**src/gpm_pkg.sv**
```systemverilog
// Constants, register map and carrier types of the GPIO pin function multiplexer.
// Assumes a 32-bit Avalon-MM slave port with byte addresses; register index = byte address / 4.
package gpm_pkg;
    localparam int NPORT = 6;
    localparam int PIN_MAX = 8;
    // Two-bit pin select codes
    localparam logic [1:0] SEL_GPI = 2'h0;
    localparam logic [1:0] SEL_FN1 = 2'h1;
    localparam logic [1:0] SEL_GPO = 2'h2;
    localparam logic [1:0] SEL_FN2 = 2'h3;
    // Register indices (byte address is four times the index)
    localparam logic [13:0] IDX_SEL_A = 14'h0C02;
    localparam logic [13:0] IDX_SEL_B = 14'h0C06;
    localparam logic [13:0] IDX_SEL_C = 14'h0C0A;
    localparam logic [13:0] IDX_SEL_D = 14'h0C0E;
    localparam logic [13:0] IDX_SEL_G = 14'h0C1A;
    localparam logic [13:0] IDX_SEL_H = 14'h0C1E;
    localparam logic [13:0] IDX_OUT_BASE = 14'h0C40;
    localparam logic [13:0] IDX_IN_BASE = 14'h0C48;
    localparam logic [13:0] IDX_MODE = 14'h0C50;
    localparam logic [13:0] SEL_IDX [NPORT] = '{IDX_SEL_A, IDX_SEL_B, IDX_SEL_C, IDX_SEL_D, IDX_SEL_G, IDX_SEL_H};
    // Implemented select bits per port; the rest read as zero
    localparam logic [15:0] WMASK_A = 16'hFFFF;
    localparam logic [15:0] WMASK_D = 16'h00FF;
    localparam logic [15:0] WMASK_G = 16'h03FF;
    localparam logic [15:0] WMASK_H = 16'h0C00;
    localparam logic [15:0] SEL_WMASK [NPORT] = '{WMASK_A, WMASK_A, WMASK_A, WMASK_D, WMASK_G, WMASK_H};
    localparam int H_SEL_LSB = 10;
    localparam int MODE_CAM16_BIT = 0;
    // Reset values
    localparam logic [15:0] SEL_RST = 16'h0000;
    localparam logic [7:0] GPO_RST = 8'h00;
    // Pins whose second-function code is reserved: port B, port H, none
    localparam logic [7:0] RSVD2_B = 8'h70;
    localparam logic [7:0] RSVD2_H = 8'hFF;
    localparam logic [7:0] RSVD2_NONE = 8'h00;
    // Drive from an internal function toward a port: value and active-low enable per pin
    typedef struct packed {
        logic [7:0] o;
        logic [7:0] oe_n;
    } gpm_drv_s;
endpackage

```
**src/gpm_port_mux.sv**
```systemverilog
// One port's pin multiplexer: per-pin two-bit select, pin drive and input routing.
// Assumes pin inputs are asynchronous; select and drive inputs are on clk.
`timescale 1ns/1ps
module gpm_port_mux #(
    parameter int N = 8,
    parameter logic [7:0] RSVD2 = 8'h00
) (
    // Clock and reset
    input wire logic clk,
    input wire logic rst_n,
    // Control
    input wire logic [2*N-1:0] sel,
    input wire logic [N-1:0] gpio_o,
    input wire gpm_pkg::gpm_drv_s fn1,
    input wire gpm_pkg::gpm_drv_s fn2,
    // Pins
    input wire logic [N-1:0] pin_i,
    output logic [N-1:0] pin_o_r,
    output logic [N-1:0] pin_oe_n_r,
    // Routed inputs
    output logic [N-1:0] pin_in_r,
    output logic [N-1:0] fn1_in_r,
    output logic [N-1:0] fn2_in_r
);
    // A port wider than the shared drive carrier cannot be served
    if (N < 1 || N > gpm_pkg::PIN_MAX)
    begin : g_bad_n
        $error("gpm_port_mux: N out of range");
    end

    logic [N-1:0] s1_r, s2_r, s3_r;
    logic [N-1:0] is_gpi, is_gpo, is_f1, is_f2, hiz;

    for (genvar i = 0; i < N; i++)
    begin : g_pin
        logic [1:0] s;
        assign s = sel[2*i+1:2*i];
        assign is_gpi[i] = (s == gpm_pkg::SEL_GPI);
        assign is_gpo[i] = (s == gpm_pkg::SEL_GPO);
        assign is_f1[i] = (s == gpm_pkg::SEL_FN1);
        assign is_f2[i] = (s == gpm_pkg::SEL_FN2) && !RSVD2[i];
        assign hiz[i] = is_gpi[i] || ((s == gpm_pkg::SEL_FN2) && RSVD2[i]);

        // Three-stage synchroniser; the level is taken only once stages two and three agree
        always_ff @(posedge clk or negedge rst_n)
        begin
            if (!rst_n)
            begin
                s1_r[i] <= 1'b0;
                s2_r[i] <= 1'b0;
                s3_r[i] <= 1'b0;
                pin_in_r[i] <= 1'b0;
            end
            else
            begin
                s1_r[i] <= pin_i[i];
                s2_r[i] <= s1_r[i];
                s3_r[i] <= s2_r[i];
                if (s2_r[i] == s3_r[i])
                begin
                    pin_in_r[i] <= s3_r[i];
                end
            end
        end

        // At most one source drives each pin; input and reserved codes drive none
        always_ff @(posedge clk or negedge rst_n)
        begin
            if (!rst_n)
            begin
                pin_o_r[i] <= 1'b0;
                pin_oe_n_r[i] <= 1'b1;
            end
            else
            begin
                pin_o_r[i] <= (is_gpo[i] && gpio_o[i]) || (is_f1[i] && fn1.o[i]) || (is_f2[i] && fn2.o[i]);
                pin_oe_n_r[i] <= !(is_gpo[i] || (is_f1[i] && !fn1.oe_n[i]) || (is_f2[i] && !fn2.oe_n[i]));
            end
        end
    end

    // Functions see zero unless their code is selected
    always_ff @(posedge clk or negedge rst_n)
    begin
        if (!rst_n)
        begin
            fn1_in_r <= '0;
            fn2_in_r <= '0;
        end
        else
        begin
            fn1_in_r <= pin_in_r & is_f1;
            fn2_in_r <= pin_in_r & is_f2;
        end
    end
endmodule

```
**src/gpm_pin_mux.sv**
```systemverilog
// Top of the GPIO pin function multiplexer: select registers on Avalon-MM and six port muxes.
// Assumes internal function blocks (PWM, keypad, two-wire, video out, cameras, panel) on clk.
// Notes on behaviour
// - Two-bit select per pin: 00 input, 10 output, 01 first, 11 second function.
// - Port A selects at 0C02h, two bits per pin; second function is camera two data.
// - Port B selects at 0C06h; second function on pin 7 drives camera strobe.
// - Port B pins 6 and 5 carry SDA and SCL; second code on pins 6-4 reserved.
// - Port B second function: pin 3 camera two vsync, pin 2 its hsync.
// - Port B second function: pin 1 outputs camera two master clock, pin 0 takes pixel clock.
// - Port C selects at 0C0Ah; first drives video data byte, second takes camera one data.
// - Port D selects at 0C0Eh; first function pins 2-0 drive video clock and syncs.
// - Port D second: pin 3 pixel clock in, 2 master clock out, 1 hsync, 0 vsync.
// - Video out path delivers 4:2:2 data through routed data, clock and sync pins.
// - Port G selects at 0C1Ah bits 9-0; panel control or serial panel, else GPIO.
// - Port H six pins share bits 11-10 at 0C1Eh; first routes upper panel data.
// - Sixteen-bit camera: camera two data low byte, camera one data high byte.
// - Each pin connects to at most one selected function; reserved codes connect none.
// - Keypad uses port A pins 4-0 as columns and port B pins 4-0 as rows.
// - Port B pin 7 first function drives PWM white; port D pin 3 takes audio.
//
// Chosen here: register access over Avalon-MM.
`timescale 1ns/1ps
module gpm_pin_mux (
    // Clock and reset
    input wire logic clk,
    input wire logic rst_n,
    // Avalon-MM slave
    input wire logic [15:0] avs_address,
    input wire logic avs_read,
    input wire logic avs_write,
    input wire logic [31:0] avs_writedata,
    input wire logic [3:0] avs_byteenable,
    output logic [31:0] avs_readdata,
    output logic avs_waitrequest,
    // Port pins
    input wire logic [7:0] port_a_pins_i,
    output logic [7:0] port_a_pins_o,
    output logic [7:0] port_a_pins_oe_n,
    input wire logic [7:0] port_b_pins_i,
    output logic [7:0] port_b_pins_o,
    output logic [7:0] port_b_pins_oe_n,
    input wire logic [7:0] port_c_pins_i,
    output logic [7:0] port_c_pins_o,
    output logic [7:0] port_c_pins_oe_n,
    input wire logic [3:0] port_d_pins_i,
    output logic [3:0] port_d_pins_o,
    output logic [3:0] port_d_pins_oe_n,
    input wire logic [4:0] port_g_pins_i,
    output logic [4:0] port_g_pins_o,
    output logic [4:0] port_g_pins_oe_n,
    input wire logic [5:0] port_h_pins_i,
    output logic [5:0] port_h_pins_o,
    output logic [5:0] port_h_pins_oe_n,
    // PWM and audio
    input wire logic pwm_red_out,
    input wire logic pwm_green_out,
    input wire logic pwm_blue_out,
    input wire logic pwm_white_out,
    output logic sound_input_for_pwm,
    // Keypad
    input wire logic [4:0] keypad_column_line,
    output logic [4:0] keypad_row_line,
    // Two-wire serial, open drain
    input wire logic sda_o,
    input wire logic sda_oe_n,
    input wire logic scl_o,
    input wire logic scl_oe_n,
    output logic sda_in,
    output logic scl_in,
    // Video out
    input wire logic [7:0] video_out_data,
    input wire logic video_out_clock,
    input wire logic video_out_hsync,
    input wire logic video_out_vsync,
    // Cameras
    input wire logic camera_strobe_out,
    input wire logic first_camera_master_clock,
    input wire logic second_camera_master_clock,
    output logic [7:0] first_camera_data,
    output logic first_camera_pixel_clock,
    output logic first_camera_hsync,
    output logic first_camera_vsync,
    output logic [7:0] second_camera_data,
    output logic second_camera_pixel_clock,
    output logic second_camera_hsync,
    output logic second_camera_vsync,
    output logic [15:0] camera_wide_data,
    // Panel
    input wire logic [4:0] panel_ext_ctrl,
    input wire logic [4:0] panel_serial_ctrl,
    input wire logic [5:0] panel_data_lines
);
    logic [15:0] sel_r [gpm_pkg::NPORT];
    logic [7:0] gpo_r [gpm_pkg::NPORT];
    logic [7:0] gpi [gpm_pkg::NPORT];
    logic mode_r;
    logic wait_r;
    logic [31:0] rd_nxt;
    logic acc, word_ok;
    logic [13:0] idx;
    logic [15:0] lane_m;
    gpm_pkg::gpm_drv_s fa1, fa2, fb1, fb2, fc1, fc2, fd1, fd2, fg1, fg2, fh1, fh2;
    logic [7:0] a_in2, b_in1, b_in2, c_in2;
    logic [3:0] d_in1, d_in2;

    assign idx = avs_address[15:2];
    assign word_ok = (avs_address[1:0] == 2'h0);
    assign lane_m = {{8{avs_byteenable[1]}}, {8{avs_byteenable[0]}}};
    // A request is answered one cycle after it is seen and takes effect at that edge
    assign acc = !wait_r && (avs_read || avs_write);

    always_ff @(posedge clk or negedge rst_n)
    begin
        if (!rst_n)
        begin
            wait_r <= 1'b1;
        end
        else
        begin
            wait_r <= !(wait_r && (avs_read || avs_write));
        end
    end

    always_comb
    begin
        rd_nxt = 32'h0000_0000;
        for (int p = 0; p < gpm_pkg::NPORT; p++)
        begin
            if (word_ok && idx == gpm_pkg::SEL_IDX[p])
            begin
                rd_nxt[15:0] = sel_r[p];
            end
            if (word_ok && idx == gpm_pkg::IDX_OUT_BASE + 14'(p))
            begin
                rd_nxt[7:0] = gpo_r[p];
            end
            if (word_ok && idx == gpm_pkg::IDX_IN_BASE + 14'(p))
            begin
                rd_nxt[7:0] = gpi[p];
            end
        end
        if (word_ok && idx == gpm_pkg::IDX_MODE)
        begin
            rd_nxt[gpm_pkg::MODE_CAM16_BIT] = mode_r;
        end
    end

    always_ff @(posedge clk or negedge rst_n)
    begin
        if (!rst_n)
        begin
            avs_readdata <= 32'h0000_0000;
        end
        else if (wait_r && avs_read)
        begin
            avs_readdata <= rd_nxt;
        end
    end

    always_ff @(posedge clk or negedge rst_n)
    begin
        if (!rst_n)
        begin
            for (int p = 0; p < gpm_pkg::NPORT; p++)
            begin
                sel_r[p] <= gpm_pkg::SEL_RST;
                gpo_r[p] <= gpm_pkg::GPO_RST;
            end
            mode_r <= 1'b0;
        end
        else if (acc && avs_write && word_ok)
        begin
            for (int p = 0; p < gpm_pkg::NPORT; p++)
            begin
                // Unimplemented select bits stay zero
                if (idx == gpm_pkg::SEL_IDX[p])
                begin
                    sel_r[p] <= (sel_r[p] & ~(lane_m & gpm_pkg::SEL_WMASK[p]))
                        | (avs_writedata[15:0] & lane_m & gpm_pkg::SEL_WMASK[p]);
                end
                if (idx == gpm_pkg::IDX_OUT_BASE + 14'(p) && avs_byteenable[0])
                begin
                    gpo_r[p] <= avs_writedata[7:0];
                end
            end
            if (idx == gpm_pkg::IDX_MODE && avs_byteenable[0])
            begin
                mode_r <= avs_writedata[gpm_pkg::MODE_CAM16_BIT];
            end
        end
    end

    assign avs_waitrequest = wait_r;

    // Port A: PWM colour and keypad columns, or camera two data
    assign fa1.o = {pwm_red_out, pwm_green_out, pwm_blue_out, keypad_column_line};
    assign fa1.oe_n = 8'h00;
    assign fa2.o = 8'h00;
    assign fa2.oe_n = 8'hFF;
    // Port B: white PWM, two-wire, keypad rows; or strobe and camera two control
    assign fb1.o = {pwm_white_out, sda_o, scl_o, 5'h00};
    assign fb1.oe_n = {1'b0, sda_oe_n, scl_oe_n, 5'h1F};
    assign fb2.o = {camera_strobe_out, 5'h00, second_camera_master_clock, 1'b0};
    assign fb2.oe_n = 8'h7D;
    // Port C: video data byte or camera one data
    assign fc1.o = video_out_data;
    assign fc1.oe_n = 8'h00;
    assign fc2.o = 8'h00;
    assign fc2.oe_n = 8'hFF;
    // Port D: audio in and video timing, or camera one timing
    assign fd1.o = {4'h0, 1'b0, video_out_clock, video_out_hsync, video_out_vsync};
    assign fd1.oe_n = 8'hF8;
    assign fd2.o = {4'h0, 1'b0, first_camera_master_clock, 2'h0};
    assign fd2.oe_n = 8'hFB;
    // Port G: extended panel control or serial panel
    assign fg1.o = {3'h0, panel_ext_ctrl};
    assign fg1.oe_n = 8'hE0;
    assign fg2.o = {3'h0, panel_serial_ctrl};
    assign fg2.oe_n = 8'hE0;
    // Port H: upper panel data lines
    assign fh1.o = {2'h0, panel_data_lines};
    assign fh1.oe_n = 8'hC0;
    assign fh2.o = 8'h00;
    assign fh2.oe_n = 8'hFF;

    gpm_port_mux #(.N(8), .RSVD2(gpm_pkg::RSVD2_NONE)) u_port_a (
        .clk(clk), .rst_n(rst_n), .sel(sel_r[0]), .gpio_o(gpo_r[0]), .fn1(fa1), .fn2(fa2),
        .pin_i(port_a_pins_i), .pin_o_r(port_a_pins_o), .pin_oe_n_r(port_a_pins_oe_n),
        .pin_in_r(gpi[0]), .fn1_in_r(), .fn2_in_r(a_in2));
    gpm_port_mux #(.N(8), .RSVD2(gpm_pkg::RSVD2_B)) u_port_b (
        .clk(clk), .rst_n(rst_n), .sel(sel_r[1]), .gpio_o(gpo_r[1]), .fn1(fb1), .fn2(fb2),
        .pin_i(port_b_pins_i), .pin_o_r(port_b_pins_o), .pin_oe_n_r(port_b_pins_oe_n),
        .pin_in_r(gpi[1]), .fn1_in_r(b_in1), .fn2_in_r(b_in2));
    gpm_port_mux #(.N(8), .RSVD2(gpm_pkg::RSVD2_NONE)) u_port_c (
        .clk(clk), .rst_n(rst_n), .sel(sel_r[2]), .gpio_o(gpo_r[2]), .fn1(fc1), .fn2(fc2),
        .pin_i(port_c_pins_i), .pin_o_r(port_c_pins_o), .pin_oe_n_r(port_c_pins_oe_n),
        .pin_in_r(gpi[2]), .fn1_in_r(), .fn2_in_r(c_in2));
    gpm_port_mux #(.N(4), .RSVD2(gpm_pkg::RSVD2_NONE)) u_port_d (
        .clk(clk), .rst_n(rst_n), .sel(sel_r[3][7:0]), .gpio_o(gpo_r[3][3:0]), .fn1(fd1), .fn2(fd2),
        .pin_i(port_d_pins_i), .pin_o_r(port_d_pins_o), .pin_oe_n_r(port_d_pins_oe_n),
        .pin_in_r(gpi[3][3:0]), .fn1_in_r(d_in1), .fn2_in_r(d_in2));
    gpm_port_mux #(.N(5), .RSVD2(gpm_pkg::RSVD2_NONE)) u_port_g (
        .clk(clk), .rst_n(rst_n), .sel(sel_r[4][9:0]), .gpio_o(gpo_r[4][4:0]), .fn1(fg1), .fn2(fg2),
        .pin_i(port_g_pins_i), .pin_o_r(port_g_pins_o), .pin_oe_n_r(port_g_pins_oe_n),
        .pin_in_r(gpi[4][4:0]), .fn1_in_r(), .fn2_in_r());
    // One shared field steers all six pins of port H
    gpm_port_mux #(.N(6), .RSVD2(gpm_pkg::RSVD2_H)) u_port_h (
        .clk(clk), .rst_n(rst_n), .sel({6{sel_r[5][gpm_pkg::H_SEL_LSB+1:gpm_pkg::H_SEL_LSB]}}),
        .gpio_o(gpo_r[5][5:0]), .fn1(fh1), .fn2(fh2),
        .pin_i(port_h_pins_i), .pin_o_r(port_h_pins_o), .pin_oe_n_r(port_h_pins_oe_n),
        .pin_in_r(gpi[5][5:0]), .fn1_in_r(), .fn2_in_r());
    assign gpi[3][7:4] = 4'h0;
    assign gpi[4][7:5] = 3'h0;
    assign gpi[5][7:6] = 2'h0;

    // Routed inputs toward the internal functions
    assign keypad_row_line = b_in1[4:0];
    assign sda_in = b_in1[6];
    assign scl_in = b_in1[5];
    assign sound_input_for_pwm = d_in1[3];
    assign second_camera_data = a_in2;
    assign second_camera_vsync = b_in2[3];
    assign second_camera_hsync = b_in2[2];
    assign second_camera_pixel_clock = b_in2[0];
    assign first_camera_data = c_in2;
    assign first_camera_pixel_clock = d_in2[3];
    assign first_camera_hsync = d_in2[1];
    assign first_camera_vsync = d_in2[0];

    // Wide camera word is held at zero unless both data ports carry camera data,
    // so a half-programmed mux never hands the camera block a mixed word
    always_ff @(posedge clk or negedge rst_n)
    begin
        if (!rst_n)
        begin
            camera_wide_data <= 16'h0000;
        end
        else
        begin
            camera_wide_data <= (mode_r && (&sel_r[0]) && (&sel_r[2])) ? {c_in2, a_in2} : 16'h0000;
        end
    end
endmodule

```
**config.mk**
```make
export PLATFORM = sky130hd
export DESIGN_NAME = gpm_pin_mux
export DESIGN_NICKNAME = d
export VERILOG_FILES = /design/src/gpm_pkg.sv /design/src/gpm_port_mux.sv /design/src/gpm_pin_mux.sv
export SDC_FILE = /design/constraint.sdc
export NUM_CORES = 1
export LEC_CHECK = 0
export ABC_CLOCK_PERIOD_IN_PS = 2100
export BUFFER_PORTS_ARGS = -buffer_cell sky130_fd_sc_hd__clkbuf_2
export CELL_PAD_IN_SITES_DETAIL_PLACEMENT = 0
export CELL_PAD_IN_SITES_GLOBAL_PLACEMENT = 1
export CORE_MARGIN = 4
export CORE_UTILIZATION = 35
export DETAILED_ROUTE_END_ITERATION = 10
export GPL_TIMING_DRIVEN = 0
export PLACE_DENSITY = 0.71
export SLEW_MARGIN = 15
export SYNTH_ARGS = -nofsm -noshare
export SYNTH_HDL_FRONTEND = slang
export SYNTH_SLANG_ARGS = --single-unit
export TNS_END_PERCENT = 5
```
**constraint.sdc**
```tcl
create_clock -name clk -period 2.1 [get_ports clk]
set_clock_uncertainty 0.15 [all_clocks]
set_input_delay 0.21 -clock clk [delete_from_list [all_inputs] [get_ports clk]]
set_output_delay 0.21 -clock clk [all_outputs]
set_load 0.02 [all_outputs]
```
==> run_results.csv <==
group,metric,value,unit
min_path,hold_path_class,"in -> reg",
cells_and_area,area_growth,37.3,%
detailed_routing,drt-vias-per-instance,5.00,
clocking,cts_max_level,2,
synth,synthesis.area,15900,um^2
place,place_ws,-1420,ps
die,start_util,35.6,%
sta,worst_pin_slew,850,ps
sta,slew-limit-headroom,43.3,%
synth,yosys.cell_count.top_type,"dfrtp_1",
place,io_buffers,260,
grt,grt_pass1_wl,78.0,mm
power_and_ir_drop,p_sw,4.03,mW
power_and_ir_drop,finalPower,17.1,mW
detailed_routing,drt_wl_total,51.7,mm
sta,finalCritPeriodShare,108,%
place,gp_congestion,0.878,
cells_and_area,fin_area,21800,um^2
cells_and_area,nets,1877,
sta,finalSetupViolations,57,
grt,grt_overflow,0,
sta,fin_ws,-159,ps
sta,fin_setup_tns,-4540,ps
synth,synthTopCellsByArea,"dfrtp_1 (59%), dfstp_2 (5.8%), mux2_2 (5.5%)",
synth,synth-seq-area-share,64.8,%
die,die_width,221,um
grt,grt_pass1_vias,12100,
run,drv_cap,0,
clocking,numCtsBuffers,44,
power_and_ir_drop,seqPwrFrac,48.7,%
status,violations,"negative setup slack",
grt,antenna_found_initial,1,
setup_path,r2r_slack,-160,ps
synth,async_flop_share,100,%
detailed_routing,remaining_drc_errors,0,
synth,syn_inst,1210,
cells_and_area,final_core_util,48.9,%
grt,grt_max_degree,98,
setup_path,cp.arrival,2570,ps
detailed_routing,ant_nets,0,
setup_path,crit_type,"reg -> reg",
sta,drv_slew,0,
clocking,clock_latency,580,ps
power_and_ir_drop,clockPowerShare,44.9,%
clocking,path_clk_slew,60,ps
synth,synth_top_cell_by_area,"dfrtp_1",
clocking,tritoncts,"built",
die,dieArea,48800,um^2
power_and_ir_drop,max-vdd-ir-drop,0.539,mV
die,io_pins,295,
power_and_ir_drop,combPwrFrac,6.4,%
sta,fmax,443,MHz
synth,ys_seq_elements,409,
power_and_ir_drop,intPower,13.1,mW
place,placement.cell_area,18200,um^2
setup_path,crit_path_start_kind,"flip-flop",
power_and_ir_drop,cellLeakagePower,10.3,nW
setup_path,cp_max_fo,8,
cells_and_area,drive_gt1_share,36.1,%
synth,synthTopCellsByCount,"dfrtp_1 (374), nand2_1 (96), mux2_2 (77), o21ai_0 (77), ha_1 (56)",
sta,period_needed,2260,ps
place,dpl.hpwl,37.6,mm
detailed_routing,post_drt_wl_per_cell,22.4,um
synth,postSynthAreaPerCell,13.1,um^2
grt,grt_use_total,20.9,%
die,die_h,221,um
detailed_routing,first_iter_violations,871,
setup_path,required,2410,ps
die,rows,77,
power_and_ir_drop,power_density,785,nW/um^2
detailed_routing,firstDrtPassIters,8,
synth,ys.flop_type,"dfrtp_1",
synth,synth.distinct_cells,64,
synth,synth_edf_count,0,
status,outcome,"finished, violations left",
place,dp_cells,2082,
synth,synth_top_area_share,59.0,%
power_and_ir_drop,p_sw_share,23.6,%
sta,grt_setup_unrepaired,"yes",
cells_and_area,finalNonFillerCells,2313,
die,coreArea,44500,um^2
detailed_routing,via_count,11600,
clocking,cts_sinks,409,
sta,hold-worst-slack,56.3,ps
setup_path,crit_path_end_kind,"flip-flop",
clocking,clock_path_buffers,3,
sta,hold_violations,0,
synth,yosys_warnings,0,
clocking,clock-root-buffer,"clkbuf_16",
==> cell families after synthesis <==
family                     synth area share (%)
AOI/OAI and AO/OA                          8.46
other                                    0.0236
adders and majority gates                  6.88
buffers and inverters                      3.11
DFF                                        64.8
muxes                                      5.59
and+or+nand+nor                            11.1
==> power groups by stage <==
stage / Combinational, mW / Sequential (mW) / Clock (mW)
final: 1.10 / 8.32 / 7.67
after global routing: 1.19 / 8.34 / 8.23
after CTS: 1.09 / 8.32 / 7.87
after detailed placement: 0.873 / 8.46 / 0
after global placement: 0.836 / 8.46 / 0
after floorplan: 0.275 / 8.46 / 0
==> final timing paths <==
path	to	cells past startpoint	from
max	gpo_r[41]	6	avs_waitrequest
min	avs_readdata[6]	5	avs_read
max reg2reg	gpo_r[41]	6	avs_waitrequest
min reg2reg	u_port_c.s2_r[3]	0	u_port_c.s1_r[3]
max in group asynchronous	u_port_a.pin_oe_n_r[3]	4	rst_n
min in group asynchronous	u_port_g.pin_o_r[1]	2	rst_n
==> layout make-up <==
cell class                      count  area (um^2)
Antenna cell                        2         5.00
Buffer                             53          410
Clock buffer                       60         1250
Clock inverter                     22          186
Fill cell                        4073        22700
Inverter                           50          188
Multi-Input combinational cell    710         5760
Sequential cell                   409        10300
Tap cell                          592          741
Timing Repair Buffer              415         2940
==> what timing repair did <==
item	in CTS	in global routing
hold buffers	100	1
pin swaps	28	10
setup buffers	46	3
resized for setup	114	57
cloned	0	0
hold endpoints to repair	185	1
setup endpoints to repair	143	98
==> placed cells by master (no fill, tap or decap), drive strengths merged, types with 31 or more instances in the layout <==
cell type | synthesis | routed
ha | 56 | 56
and2 | 38 | 38
buf | 29 | 86
dlygate4sd3 | 0 | 101
dfstp | 35 | 35
maj3 | 39 | 39
a22o | 31 | 31
mux2 | 77 | 77
inv | 50 | 53
nand2 | 96 | 96
clkbuf | 27 | 341
o21ai | 78 | 78
dfrtp | 374 | 374
nor2 | 57 | 57
==> worst max-delay path: stages, from the launching register on <==
cell and delay (ps):
dfstp_2 390, nor2b_4 180, nand3_4 110, or4_4 640, nor3_4 200, buf_12 180, mux2_4 300
==> per-layer routing <==
layer | vias to the layer above | routed length [um] | GRT usage [%]
met5 | - | 13 | 0
met4 | 2 | 1480 | 6.50
met3 | 81 | 3240 | 5.22
met2 | 373 | 24100 | 33.1
met1 | 5906 | 22900 | 28.8
li1 | 5214 | - | -
No activity file was read; power rests on OpenSTA's default activity.
